$ cat src/sfw_pkg.sv
// Purpose: Shared constants and types for the stream FIFO write side
// Assumes: Byte-multiple data width, fixed sideband widths
// Notes:   All numbers used by the design live here

package sfw_pkg;

  // ----------------------------------------------------------------
  // Payload geometry
  // ----------------------------------------------------------------
  localparam int DATA_W  = 32;
  localparam int BYTE_W  = 8;
  localparam int STRB_W  = DATA_W / BYTE_W;
  localparam int ID_W    = 4;
  localparam int DEST_W  = 4;
  localparam int USER_W  = 4;

  // ----------------------------------------------------------------
  // Buffer, count and flag settings
  // ----------------------------------------------------------------
  localparam int          FIFO_DEPTH = 4;
  localparam int          CNT_W      = 32;
  localparam int          SYNC_W     = 2;
  localparam bit [CNT_W-1:0] PFULL_DEF = 32'h0000_0003;

  // ----------------------------------------------------------------
  // Error injection bit positions
  // ----------------------------------------------------------------
  localparam int SBIT_POS = 0;
  localparam int DBIT_POS = 1;

  // ----------------------------------------------------------------
  // One stream beat
  // ----------------------------------------------------------------
  typedef struct packed {
    logic [DATA_W-1:0] data;
    logic [STRB_W-1:0] strb;
    logic [STRB_W-1:0] keep;
    logic              last;
    logic [ID_W-1:0]   id;
    logic [DEST_W-1:0] dest;
    logic [USER_W-1:0] user;
  } sfw_beat_s;

  localparam int BEAT_W = $bits(sfw_beat_s);

endpackage

$ cat src/sfw_fifo.sv
// Purpose: Small synchronous FIFO with valid/ready on both sides
// Assumes: One clock, clock enable freezes all state
// Notes:   Count is a register, exact occupancy

`timescale 1ns/1ps

module sfw_fifo #(
  parameter int W     = 8,
  parameter int DEPTH = 4,
  parameter int CW    = $clog2(DEPTH + 1)
) (
  input  wire logic          clk_sys,
  input  wire logic          arst_n,
  input  wire logic          clk_en,
  input  wire logic          in_valid,
  output logic               in_ready,
  input  wire logic [W-1:0]  in_data,
  output logic               out_valid,
  input  wire logic          out_ready,
  output logic [W-1:0]       out_data,
  output logic [CW-1:0]      count
);

  localparam int AW = (DEPTH > 1) ? $clog2(DEPTH) : 1;

  logic [W-1:0]  mem [DEPTH];
  logic [AW-1:0] wr_ptr_q;
  logic [AW-1:0] rd_ptr_q;
  logic [CW-1:0] cnt_q;
  logic          push;
  logic          pop;

  assign in_ready  = (cnt_q != CW'(DEPTH));
  assign out_valid = (cnt_q != '0);
  assign out_data  = mem[rd_ptr_q];
  assign count     = cnt_q;
  assign push      = clk_en & in_valid & in_ready;
  assign pop       = clk_en & out_valid & out_ready;

  // ----------------------------------------------------------------
  // Storage
  // ----------------------------------------------------------------
  always_ff @(posedge clk_sys) begin
    if (push) begin
      mem[wr_ptr_q] <= in_data;
    end
  end

  // ----------------------------------------------------------------
  // Pointers and occupancy
  // ----------------------------------------------------------------
  always_ff @(posedge clk_sys or negedge arst_n) begin
    if (!arst_n) begin
      wr_ptr_q <= '0;
      rd_ptr_q <= '0;
    end else begin
      if (push) begin
        wr_ptr_q <= (wr_ptr_q == AW'(DEPTH - 1)) ? '0 : wr_ptr_q + 1'b1;
      end
      if (pop) begin
        rd_ptr_q <= (rd_ptr_q == AW'(DEPTH - 1)) ? '0 : rd_ptr_q + 1'b1;
      end
    end
  end

  always_ff @(posedge clk_sys or negedge arst_n) begin
    if (!arst_n) begin
      cnt_q <= '0;
    end else if (push && !pop) begin
      cnt_q <= cnt_q + 1'b1;
    end else if (pop && !push) begin
      cnt_q <= cnt_q - 1'b1;
    end
  end

endmodule // sfw_fifo

$ cat src/sfw_top.sv
// Purpose: Write side of a stream data FIFO with fill flags
// Assumes: Upstream master is logic on clk_sys; read side paced by
//          an outside read clock sampled here
// Notes:   Single common clock build; see port list
//
// Functional notes
// - A transfer counts only when valid and ready are both high.
// - Ready is raised only when one transfer can be stored now.
// - All stream signals are sampled and driven on the rising clock edge.
// - Reset is active low and asynchronous.
// - Data is whole bytes; strobe and keep carry one bit per byte.
// - Bytes with keep low are null and are zeroed in storage.
// - Strobe bits travel with their bytes unchanged.
// - Last marks packet end and is kept through the buffer.
// - User, id and dest travel unchanged with each transfer.
// - A 32-bit word count is given in the write clock domain.
// - Almost full is high when one more write fills the buffer, with packet mode off; packet mode holds it low.
// - Programmable full is high while count is at or above threshold.
// - Single-bit inject flips one stored bit when ECC is enabled and double-bit inject is low.
// - Double-bit inject flips two stored bits when ECC is enabled.
// - Common clock build has no separate per-interface clock inputs; this one also takes rd_link_clk, a read clock sampled on clk_sys.
// - One global clock, low reset and clock enable drive everything.

`timescale 1ns/1ps

module sfw_top #(
  parameter int DEPTH       = sfw_pkg::FIFO_DEPTH,
  parameter bit ECC_EN      = 1'b1,
  parameter bit PACKET_MODE = 1'b0
) (
  input  wire logic                      clk_sys,
  input  wire logic                      arst_n,
  input  wire logic                      clk_en,
  input  wire logic                      s_tvalid,
  output logic                           s_tready,
  input  wire sfw_pkg::sfw_beat_s        s_beat,
  input  wire logic                      inject_sbit,
  input  wire logic                      inject_dbit,
  input  wire logic [sfw_pkg::CNT_W-1:0] prog_full_thresh,
  input  wire logic                      rd_link_clk,
  input  wire logic                      m_tready,
  output logic                           m_tvalid,
  output sfw_pkg::sfw_beat_s             m_beat,
  output logic [sfw_pkg::CNT_W-1:0]      wr_data_count,
  output logic                           almost_full,
  output logic                           prog_full
);

  localparam int FCW = $clog2(DEPTH + 1);

  // ----------------------------------------------------------------
  // Declarations
  // ----------------------------------------------------------------
  logic                          rst_done_q;
  logic                          fifo_in_ready;
  logic                          fifo_out_valid;
  logic                          fifo_out_ready;
  logic [FCW-1:0]                fifo_cnt;
  sfw_pkg::sfw_beat_s            fifo_in;
  sfw_pkg::sfw_beat_s            fifo_out;
  logic [sfw_pkg::DATA_W-1:0]    masked_data;
  logic [sfw_pkg::DATA_W-1:0]    err_mask;
  logic                          accept;
  logic                          pop;
  logic [sfw_pkg::SYNC_W-1:0]    lk_sync_q;
  logic                          lk_prev_q;
  logic                          lk_rise;
  logic [sfw_pkg::SYNC_W-1:0]    rdy_sync_q;
  logic                          rdy_s;
  sfw_pkg::sfw_beat_s            m_beat_q;
  logic                          m_tvalid_q;
  logic [sfw_pkg::CNT_W-1:0]     cnt_ext;

  // ----------------------------------------------------------------
  // Reset release tracking
  // ----------------------------------------------------------------
  // First enabled edge after release opens the write port
  always_ff @(posedge clk_sys or negedge arst_n) begin
    if (!arst_n) begin
      rst_done_q <= 1'b0;
    end else if (clk_en) begin
      rst_done_q <= 1'b1;
    end
  end

  // ----------------------------------------------------------------
  // Write handshake
  // ----------------------------------------------------------------
  // Ready only when storage is free, out of reset, and enabled
  assign s_tready = fifo_in_ready & rst_done_q & clk_en;
  assign accept   = s_tvalid & s_tready;

  // ----------------------------------------------------------------
  // Null byte masking
  // ----------------------------------------------------------------
  genvar gb;
  generate
    for (gb = 0; gb < sfw_pkg::STRB_W; gb++) begin : g_byte
      assign masked_data[gb*sfw_pkg::BYTE_W +: sfw_pkg::BYTE_W] =
        s_beat.keep[gb] ? s_beat.data[gb*sfw_pkg::BYTE_W +: sfw_pkg::BYTE_W]
                        : '0;
    end
  endgenerate

  // ----------------------------------------------------------------
  // Error injection
  // ----------------------------------------------------------------
  always_comb begin
    err_mask = '0;
    if (ECC_EN && inject_sbit && !inject_dbit) begin
      err_mask[sfw_pkg::SBIT_POS] = 1'b1;
    end
    if (ECC_EN && inject_dbit) begin
      err_mask[sfw_pkg::SBIT_POS] = 1'b1;
      err_mask[sfw_pkg::DBIT_POS] = 1'b1;
    end
  end

  // ----------------------------------------------------------------
  // Word into the buffer
  // ----------------------------------------------------------------
  always_comb begin
    fifo_in      = s_beat;
    fifo_in.data = masked_data ^ err_mask;
  end

  sfw_fifo #(
    .W     (sfw_pkg::BEAT_W),
    .DEPTH (DEPTH),
    .CW    (FCW)
  ) u_fifo (
    .clk_sys   (clk_sys),
    .arst_n    (arst_n),
    .clk_en    (clk_en),
    .in_valid  (accept),
    .in_ready  (fifo_in_ready),
    .in_data   (fifo_in),
    .out_valid (fifo_out_valid),
    .out_ready (fifo_out_ready),
    .out_data  (fifo_out),
    .count     (fifo_cnt)
  );

  // ----------------------------------------------------------------
  // Read clock and read ready sampling
  // ----------------------------------------------------------------
  always_ff @(posedge clk_sys or negedge arst_n) begin
    if (!arst_n) begin
      lk_sync_q <= '0;
      lk_prev_q <= 1'b0;
    end else if (clk_en) begin
      lk_sync_q <= {lk_sync_q[0], rd_link_clk};
      lk_prev_q <= lk_sync_q[1];
    end
  end

  always_ff @(posedge clk_sys or negedge arst_n) begin
    if (!arst_n) begin
      rdy_sync_q <= '0;
    end else if (clk_en) begin
      rdy_sync_q <= {rdy_sync_q[0], m_tready};
    end
  end

  assign lk_rise = lk_sync_q[1] & ~lk_prev_q;
  assign rdy_s   = rdy_sync_q[1];

  // ----------------------------------------------------------------
  // Drain on each sampled read clock rising edge while read ready is high
  // ----------------------------------------------------------------
  assign fifo_out_ready = rdy_s & lk_rise;
  assign pop            = fifo_out_valid & fifo_out_ready & clk_en;

  always_ff @(posedge clk_sys or negedge arst_n) begin
    if (!arst_n) begin
      m_beat_q <= '0;
    end else if (pop) begin
      m_beat_q <= fifo_out;
    end
  end

  always_ff @(posedge clk_sys or negedge arst_n) begin
    if (!arst_n) begin
      m_tvalid_q <= 1'b0;
    end else if (clk_en) begin
      m_tvalid_q <= pop;
    end
  end

  assign m_beat   = m_beat_q;
  assign m_tvalid = m_tvalid_q;

  // ----------------------------------------------------------------
  // Count and flags
  // ----------------------------------------------------------------
  assign cnt_ext       = sfw_pkg::CNT_W'(fifo_cnt);
  assign wr_data_count = cnt_ext;
  assign almost_full   = !PACKET_MODE &&
                         (fifo_cnt == FCW'(DEPTH - 1));
  assign prog_full     = (cnt_ext >= prog_full_thresh);

  // ----------------------------------------------------------------
  // Checks
  // ----------------------------------------------------------------
  a_ready_full: assert property (
    @(posedge clk_sys) disable iff (!arst_n)
    (fifo_cnt == FCW'(DEPTH)) |-> !s_tready)
    else $error("ready high while buffer full");

  a_ready_reset: assert property (
    @(posedge clk_sys) disable iff (!arst_n)
    !rst_done_q |-> !s_tready)
    else $error("ready high before reset release");

  a_ready_enable: assert property (
    @(posedge clk_sys) disable iff (!arst_n)
    !clk_en |-> !s_tready)
    else $error("ready high with clock enable low");

  a_accept_count: assert property (
    @(posedge clk_sys) disable iff (!arst_n)
    (accept && !pop) |=> (wr_data_count == $past(wr_data_count) + 1))
    else $error("accepted write not counted");

  a_pop_count: assert property (
    @(posedge clk_sys) disable iff (!arst_n)
    (pop && !accept) |=> (wr_data_count == $past(wr_data_count) - 1))
    else $error("read not reflected in count");

  a_idle_count: assert property (
    @(posedge clk_sys) disable iff (!arst_n)
    (!accept && !pop) |=> $stable(wr_data_count))
    else $error("count moved without a transfer");

  a_afull_fill: assert property (
    @(posedge clk_sys) disable iff (!arst_n)
    (almost_full && accept && !pop) |=> !s_tready)
    else $error("almost full did not precede full");

  a_pfull_low: assert property (
    @(posedge clk_sys) disable iff (!arst_n)
    (wr_data_count < prog_full_thresh) |-> !prog_full)
    else $error("prog full high below threshold");

  a_null_byte: assert property (
    @(posedge clk_sys) disable iff (!arst_n)
    (accept && !s_beat.keep[0] && !inject_sbit && !inject_dbit)
      |-> (fifo_in.data[sfw_pkg::BYTE_W-1:0] == '0))
    else $error("null byte not cleared");

  a_sbit_flip: assert property (
    @(posedge clk_sys) disable iff (!arst_n)
    (accept && ECC_EN && inject_sbit && !inject_dbit)
      |-> ($countones(fifo_in.data ^ masked_data) == 1))
    else $error("single bit inject did not flip one bit");

  a_dbit_flip: assert property (
    @(posedge clk_sys) disable iff (!arst_n)
    (accept && ECC_EN && inject_dbit)
      |-> ($countones(fifo_in.data ^ masked_data) == 2))
    else $error("double bit inject did not flip two bits");

  a_side_carry: assert property (
    @(posedge clk_sys) disable iff (!arst_n)
    accept |-> (fifo_in.id == s_beat.id && fifo_in.dest == s_beat.dest &&
                fifo_in.user == s_beat.user && fifo_in.strb == s_beat.strb))
    else $error("sideband altered on write");

  a_last_kept: assert property (
    @(posedge clk_sys) disable iff (!arst_n)
    pop |=> (m_tvalid && m_beat.last == $past(fifo_out.last)))
    else $error("last lost on read");

  a_pfull_high: assert property (
    @(posedge clk_sys) disable iff (!arst_n)
    (wr_data_count >= prog_full_thresh) |-> prog_full)
    else $error("prog full low at or above threshold");

  a_afull_set: assert property (
    @(posedge clk_sys) disable iff (!arst_n)
    (!PACKET_MODE && wr_data_count == sfw_pkg::CNT_W'(DEPTH - 1))
      |-> almost_full)
    else $error("almost full low one word before full");

  a_afull_clear: assert property (
    @(posedge clk_sys) disable iff (!arst_n)
    (wr_data_count != sfw_pkg::CNT_W'(DEPTH - 1)) |-> !almost_full)
    else $error("almost full high at wrong fill");

  a_ready_free: assert property (
    @(posedge clk_sys) disable iff (!arst_n)
    (rst_done_q && clk_en && fifo_cnt != FCW'(DEPTH)) |-> s_tready)
    else $error("ready low with room free");

  a_enable_freeze: assert property (
    @(posedge clk_sys) disable iff (!arst_n)
    !clk_en |=> ($stable(wr_data_count) && $stable(m_beat)))
    else $error("state moved with clock enable low");

  a_beat_hold: assert property (
    @(posedge clk_sys) disable iff (!arst_n)
    !pop |=> $stable(m_beat))
    else $error("read word changed without a pop");

  a_tvalid_src: assert property (
    @(posedge clk_sys) disable iff (!arst_n)
    (m_tvalid && $past(clk_en)) |-> $past(pop))
    else $error("read valid without a pop");

  a_data_kept: assert property (
    @(posedge clk_sys) disable iff (!arst_n)
    (accept && s_beat.keep[0] && !inject_sbit && !inject_dbit)
      |-> (fifo_in.data[sfw_pkg::BYTE_W-1:0] ==
           s_beat.data[sfw_pkg::BYTE_W-1:0]))
    else $error("kept byte altered on write");

  c_fill_full: cover property (
    @(posedge clk_sys) disable iff (!arst_n)
    fifo_cnt == FCW'(DEPTH));

  c_drain_word: cover property (
    @(posedge clk_sys) disable iff (!arst_n)
    pop ##1 m_tvalid);

  c_inject_dbit: cover property (
    @(posedge clk_sys) disable iff (!arst_n)
    accept && inject_dbit);

  c_pfull_rise: cover property (
    @(posedge clk_sys) disable iff (!arst_n)
    $rose(prog_full));

  c_null_write: cover property (
    @(posedge clk_sys) disable iff (!arst_n)
    accept && !(&s_beat.keep));

endmodule // sfw_top

$ cat config.mk
export PLATFORM = sky130hd
export DESIGN_NAME = sfw_top
export DESIGN_NICKNAME = d
export VERILOG_FILES = /design/src/sfw_pkg.sv /design/src/sfw_fifo.sv /design/src/sfw_top.sv
export SDC_FILE = /design/constraint.sdc
export NUM_CORES = 1
export LEC_CHECK = 0
export BUFFER_PORTS_ARGS = -buffer_cell sky130_fd_sc_hd__buf_2
export CORE_MARGIN = 2
export CORE_UTILIZATION = 25
export DETAILED_ROUTE_END_ITERATION = 12
export GPL_ROUTABILITY_DRIVEN = 0
export GPL_TIMING_DRIVEN = 0
export HOLD_SLACK_MARGIN = 0.02
export SYNTH_ARGS = -nofsm -noshare
export SYNTH_HDL_FRONTEND = slang
export SYNTH_HIERARCHICAL = 1
export SYNTH_SLANG_ARGS = --single-unit
$ cat constraint.sdc
create_clock -name clk_sys -period 3.8 [get_ports clk_sys]
set_clock_uncertainty 0.2 [all_clocks]
set_input_delay 0.76 -clock clk_sys [delete_from_list [all_inputs] [get_ports clk_sys]]
set_output_delay 0.76 -clock clk_sys [all_outputs]
set_load 0.01 [all_outputs]
After elaboration in Yosys (flattened, before gate mapping)

Memories as Yosys holds them, arrays and structs flattened. A register that Yosys moved wholly into a read port is not among the register bits.
Index checks and enable logic that the tools add are counted.

Order comparisons: 1
Reductions and logical operators: 9
Add/sub/neg operators: 4
Bitwise operators: 13
Mux-type cells: 12
Eq/ne operators: 4

Operators with widths:

| operator            | number |
|---|---|
| $ge 3x32->1         | 1 |
| $mux 8              | 4 |
| $xor 32x2->32       | 1 |
| $and 1x1->1         | 11 |
| $mux 2              | 3 |
| $mux 3              | 2 |
| $add 2x1->2 const B | 2 |
| $eq 2x2->1 const B  | 2 |
| $logic_not 1->1     | 4 |
| $add 3x1->3 const B | 1 |
| $eq 3x2->1 const B  | 1 |
| $logic_and 1x1->1   | 3 |
| $mux 1              | 3 |
| $ne 3x3->1 const B  | 1 |
| $reduce_bool 3->1   | 1 |
| $sub 3x1->3 const B | 1 |
| $reduce_bool 2->1   | 1 |
| $not 1->1           | 1 |

Input bits: 93
Bits in writable memories: 212
Output and inout port bits: 89
Register bits: 14
Word-level logic and storage cells: 52
Memories kept: 1

Memory list:

| memory     | depth | bits a word | rd ports | clocked after memory_dff | write ports | RTL line       | RTL |
|---|---|---|---|---|---|---|---|
| u_fifo.mem | 4     | 53          | 1        | 1                        | 1           | sfw_fifo.sv:26 | `logic [W-1:0] mem [DEPTH];` |

Depth between registers and ports, before layout

Depth after elaboration: 10
Gate-level depth with buffers: 12
Mapped depth without buffers: 12

Hierarchy

The synthesis kept the hierarchy.

By module, submodules not included:

| module   | times used | seq. area each (um^2) | area an instance (um^2) | cells each |
|---|---|---|---|---|
| sfw_fifo | 1          | 6,541.3               | 8,161.6                 | 315 |
| sfw_top  | 1          | 1,501.4               | 3,098.0                 | 220 |

Worst setup path after synthesis

Ideal clock, no wire load.

Path type: input -> register
Start point: in clk_en
End point: mem u_fifo/mem[1][0] (netlist bit) (enable)
Stages on the path: 6
Path slack: 0.417 ns
Arrival time: 2.766 ns
Path buffers: 1
Data required time: 3.184 ns
Cells stage by stage: buf_6 -> and3_1 -> and2_1 -> nand2_1 -> a21oi_2 -> and2_1

Word-level cells in the longest chain between the ends: 6

Ends and longest elaborated chain:

| item                         | RTL line       | RTL |
|---|---|---|
| start, declared              | sfw_top.sv:33  | `input wire logic clk_en,` |
| $and 1x1->1                  | sfw_top.sv:90  | `assign s_tready = fifo_in_ready & rst_done_q & clk_en;` |
| named net s_tready           | sfw_top.sv:35  | `output logic s_tready,` |
| $and 1x1->1                  | sfw_top.sv:91  | `assign accept = s_tvalid & s_tready;` |
| named net accept             | sfw_top.sv:63  | `logic accept;` |
| $and 1x1->1 (2 in a row)     | sfw_fifo.sv:37 | `assign push = clk_en & in_valid & in_ready;` |
| named net u_fifo.push        | sfw_fifo.sv:30 | `logic push;` |
| $mux 1                       | sfw_fifo.sv:44 | `if (push) begin` |
| $mux 1 (not written as such) | sfw_fifo.sv:45 | `mem[wr_ptr_q] <= in_data;` |
| end, declared                | sfw_fifo.sv:26 |  |

The timed path passes the listed nets, and every way through them passes these cells.

Worst setup path after layout

Start point: reg u_fifo.cnt_q[0] (netlist: u_fifo/count[0])
End point: out prog_full

Word-level cells in the longest chain between the ends: 1

Ends and longest elaborated chain:

| item                   | RTL line       | RTL |
|---|---|---|
| start, declared        | sfw_fifo.sv:29 | `logic [CW-1:0] cnt_q;` |
| start signal, assigned | sfw_fifo.sv:70 | `cnt_q <= cnt_q + 1'b1;` |
| start signal, assigned | sfw_fifo.sv:72 | `cnt_q <= cnt_q - 1'b1;` |
| $ge 3x32->1            | sfw_top.sv:200 | `assign prog_full = (cnt_ext >= prog_full_thresh);` |
| end, declared          | sfw_top.sv:46  | `output logic prog_full` |

No other way between the ends.

==> summary by stage <==
Status
The run finished with clean final reports.

Setup path
The critical register-to-register path startpoint is u_fifo/count[1]$_DFFE_PN0P_. The capture instance of the worst register-to-register path is u_fifo/count[2]$_DFFE_PN0P_. The arrival time reported for the critical path endpoint is ~2 ns. The critical path endpoint category is a primary output. The worst reg-to-reg path cell count is 12. The worst-case register-to-register setup slack is 1.16 ns. STA classifies the critical path startpoint as a flip-flop. The worst setup path is of the reg -> out kind.

The required arrival time at the worst endpoint is 2.84 ns. Of all nets on the critical path, the largest fanout is 7.

Power
Power spread over the standard cell area amounts to 689 nW/µm². The largest voltage drop on the vdd net is 0.000426 V. The standby leakage power is between 5 and 6 nW.

Die
The die is 216 µm wide. The die is 216 µm tall. The core outline area is between 40,000 and 50,000 µm². The die covers around 47,000 µm². Once the floorplan was initialized, standard cells occupied approximately 25% of the core. The count of pins on the block boundary is 182. The initialized floorplan defines 77 standard-cell rows.

Timing
The worst pin sits at a relative slew slack of ~65%. Derived from the worst setup path, the maximum achievable clock frequency is 0.339 GHz. In the post-route analysis, the smallest setup slack over all paths is 0.850 ns. At the pin with the least slew margin, the transition time is 0.526 ns. The final hold violation count is 0.

The worst slack on hold paths is 0.247 ns. The final setup violation count is 0. The post-route fraction of the period consumed by the critical path is 77.6%.

Setup repair after global routing left no endpoint under its margin. Counting I/O delays and the setup requirement, the final critical path takes between 2 and 3 ns. The number of max-slew violations in the final report was 0.

Placed design
The worst setup slack after placement is 0.760 ns. The number of input and output port buffers inserted is ~150. The HPWL reported at the end of detailed placement is about 15,000 µm.

CTS
Clock tree synthesis selected as its root buffer the cell sky130_fd_sc_hd__clkbuf_16. The clock net sink count is between 200 and 300. The H-tree was split into 2 levels. The clock-pin transition on the worst setup and hold timing paths is 0.06 ns.

The number of buffers added by the clock tree synthesis step is 34. The clock reaches the later pin of the worst-skew pair after roughly 0.52 ns. Counting along the longest clock path gives a buffer depth of 3. TritonCTS built the clock tree.

GRT
The number of antenna violations at the first check in global routing is 0. The global route total overflow is 0. The largest net degree at the start of global routing is 40. The number of global-route vias before repair was 5,883. The first global-routing pass estimated 36,700 µm of wire. The global-route usage over all layers is 10.8%.

Min path
The hold path endpoint is u_fifo/mem[0][7]$_DFFE_PP_. Counting instances, the worst hold path has a depth of 1. The min-delay analysis places its worst path in the category in -> reg. The worst hold path startpoint is s_beat[7].

Detailed routing
The detailed router finished its first iteration with about 200 violations. Summing over every cut layer, the via total after detailed routing is 5,467. Before antenna repair, the detailed router went through 4 iterations. The final layout contains routed wiring with a total length of 24,700 µm. The average wire per cell in the routed design is 18.0 µm. For this run, design rule violations remaining after detail routing come to 0. In the routed layout, each cell is associated on average with a via count of between 3 and 4. The detail route stage leaves a number of antenna-violating nets equal to 0.

Synthesis
Sorting the synthesized cells by area gives the leading types as sky130_fd_sc_hd__edfxtp_1 57%, sky130_fd_sc_hd__dfrtp_1 15%, sky130_fd_sc_hd__mux4_2 9.6%, sky130_fd_sc_hd__mux2_4 6.5%, sky130_fd_sc_hd__buf_12 2.0%. A synthesized cell averages 21.0 µm². The instance count of the mapped netlist is around 540. The count of distinct cell types in the synthesized netlist is 33. Summed over all instances, the cell type with the most area after synthesis is sky130_fd_sc_hd__edfxtp_1. Counting flops and latches in the post-synthesis netlist gives 279. The total number of yosys warnings is 6. The top-area cell type share of the netlist area is 56.5%.

The synthesized netlist occupies a cell area of 11,300 µm². The sequential-to-total area share from yosys stat is 71.4%.

Job
The number of violations of the max-capacitance limit is 0.

Finish
Once layout is complete, the utilization of the core stands at a little under a third. From synthesis to final layout, the design area changed by 25.6%. The number of antenna diodes in the final layout is 0.

Cells with a size suffix above 1 make up between 40% and 50% of the layout. The final layout contains 860 nets.
## sequential cells by signal, summed over array words and instances, names as in the netlist
register         count
u_fifo/mem         212
m_beat              53
u_fifo/count         3
lk_sync_q            2
rdy_sync_q           2
u_fifo/rd_ptr_q      2
u_fifo/wr_ptr_q      2
lk_prev_q            1
m_tvalid             1
rst_done_q           1
## Yosys cell counts
cell type and count:
sky130_fd_sc_hd__nor2_1 7, sky130_fd_sc_hd__mux2_4 49, sky130_fd_sc_hd__mux2_1 2, sky130_fd_sc_hd__and3_4 1
sky130_fd_sc_hd__nand3_2 1, sky130_fd_sc_hd__nand2b_1 1, sky130_fd_sc_hd__edfxtp_1 212, sky130_fd_sc_hd__and3_1 1
sky130_fd_sc_hd__buf_6 2, sky130_fd_sc_hd__nor4_1 6, sky130_fd_sc_hd__nor3_1 2, sky130_fd_sc_hd__or2_2 1
sky130_fd_sc_hd__buf_12 11, sky130_fd_sc_hd__xor2_1 3, sky130_fd_sc_hd__inv_1 7, sky130_fd_sc_hd__nand4_1 2
sky130_fd_sc_hd__buf_2 6, sky130_fd_sc_hd__dfrtp_1 67, sky130_fd_sc_hd__mux4_2 48, sky130_fd_sc_hd__mux2_2 12
sky130_fd_sc_hd__nor2_2 1, sky130_fd_sc_hd__a21o_1 2, sky130_fd_sc_hd__buf_4 29, sky130_fd_sc_hd__nand2_1 6
sky130_fd_sc_hd__ha_1 9, sky130_fd_sc_hd__conb_1 1, sky130_fd_sc_hd__or3_4 1, sky130_fd_sc_hd__xnor2_1 2
sky130_fd_sc_hd__and2_1 35, sky130_fd_sc_hd__fa_1 1, sky130_fd_sc_hd__mux4_1 5, sky130_fd_sc_hd__a21oi_2 1
sky130_fd_sc_hd__a21oi_1 1
## cell families after synthesis
logic type | count (synthesis) | share of synthesized area, %
adder cells (fa/ha/maj) | 10 | 1.18
buffers and inverters | 55 | 4.59
XOR/XNOR | 5 | 0.389
AND/OR/NAND/NOR | 65 | 3.42
flip-flops | 279 | 71.4
multiplexers | 116 | 18.7
other | 1 | 0.0333
AO/OA/AOI/OAI | 4 | 0.256
## what timing repair did
item,CTS,global route
gates resized for setup,0,0
endpoints found under the hold margin,28,0
hold buffers,1,0
buffers inserted,0,0
## critical path, cell delays in order, from the launching register on
cell and delay, ns:
sky130_fd_sc_hd__dfrtp_1 0.48, sky130_fd_sc_hd__inv_1 0.07, sky130_fd_sc_hd__ha_1 0.27, sky130_fd_sc_hd__nand2b_1 0.14, sky130_fd_sc_hd__a21o_1 0.17, sky130_fd_sc_hd__a21oi_1 0.14
sky130_fd_sc_hd__nor3_1 0.07, sky130_fd_sc_hd__buf_2 0.13
## routing by layer
layer	track usage [%]	wire, µm	vias to the layer above	part of all wire (%)
li1	-	-	2493	-
met1	13.7	10900	2778	44
met2	17.7	11800	156	48
met3	2.44	1330	40	5.4
met4	4.61	661	0	2.7
met5	0	0	-	0
## metrics by stage
step / power, W / std cells / area (µm²) / TNS, ns
finish: 0.00975 / 1374 / 14100 / 0
global route: 0.0103 / 1374 / 14100 / 0
CTS: 0.00998 / 1374 / 14100 / 0
detailed placement: 0.00670 / 1312 / 13000 / 0
global placement: 0.00665 / 1307 / 12900 / -235.58
floorplan: 0.00579 / 563 / 11400 / 0
## report_power, final
| part | total (W) | internal [W] | switching [W] |
|---|---|---|---|
| clock network | 0.00320 | 0.00194 | 0.00125 |
| registers | 0.00401 | 0.00375 | 0.000253 |
| logic | 0.00254 | 0.00141 | 0.00113 |
| total | 0.00975 | 0.00711 | 0.00264 |
## cells in the final DEF, fill, tap and decap left out, drive strengths merged
master,count
nand4,2
clkinv,7
and3,2
dfrtp,67
nor3,2
or2,1
ha,9
conb,29
inv,8
a21oi,2
or3,1
bufinv,2
mux4,53
clkbuf,47
dlygate4sd3,1
xor2,3
nor2,8
edfxtp,212
and2,35
buf,205
nand3,1
nand2b,1
nand2,6
mux2,63
fa,1
a21o,2
xnor2,2
clkinvlp,4
nor4,6
## final cells by class
class / count / area, µm²
fillers: 4323 / 30200
plain buffers: 48 / 490
multi-input cells: 229 / 2820
repair buffers: 158 / 911
flip-flops and latches: 279 / 8040
well taps: 592 / 741
clock inverters: 14 / 130
clock buffers: 47 / 981
inverters: 7 / 26.3
## worst max path at each step
stage / slack, ns / to / from / depth (start not counted)
after CTS: 0.79 / prog_full / u_fifo/count[0]$_DFFE_PN0P_ / 7
after global placement: -1.14 / u_fifo/mem[2][17]$_DFFE_PP_ / clk_en / 7
after global routing: 0.71 / prog_full / u_fifo/count[0]$_DFFE_PN0P_ / 7
after detailed placement: 0.76 / u_fifo/count[2]$_DFFE_PN0P_ / clk_en / 12
final: 0.85 / prog_full / u_fifo/count[0]$_DFFE_PN0P_ / 7
after floorplan: 0.42 / u_fifo/mem[1][0]$_DFFE_PP_ / clk_en / 6
Power figures use the tool's default switching activity.
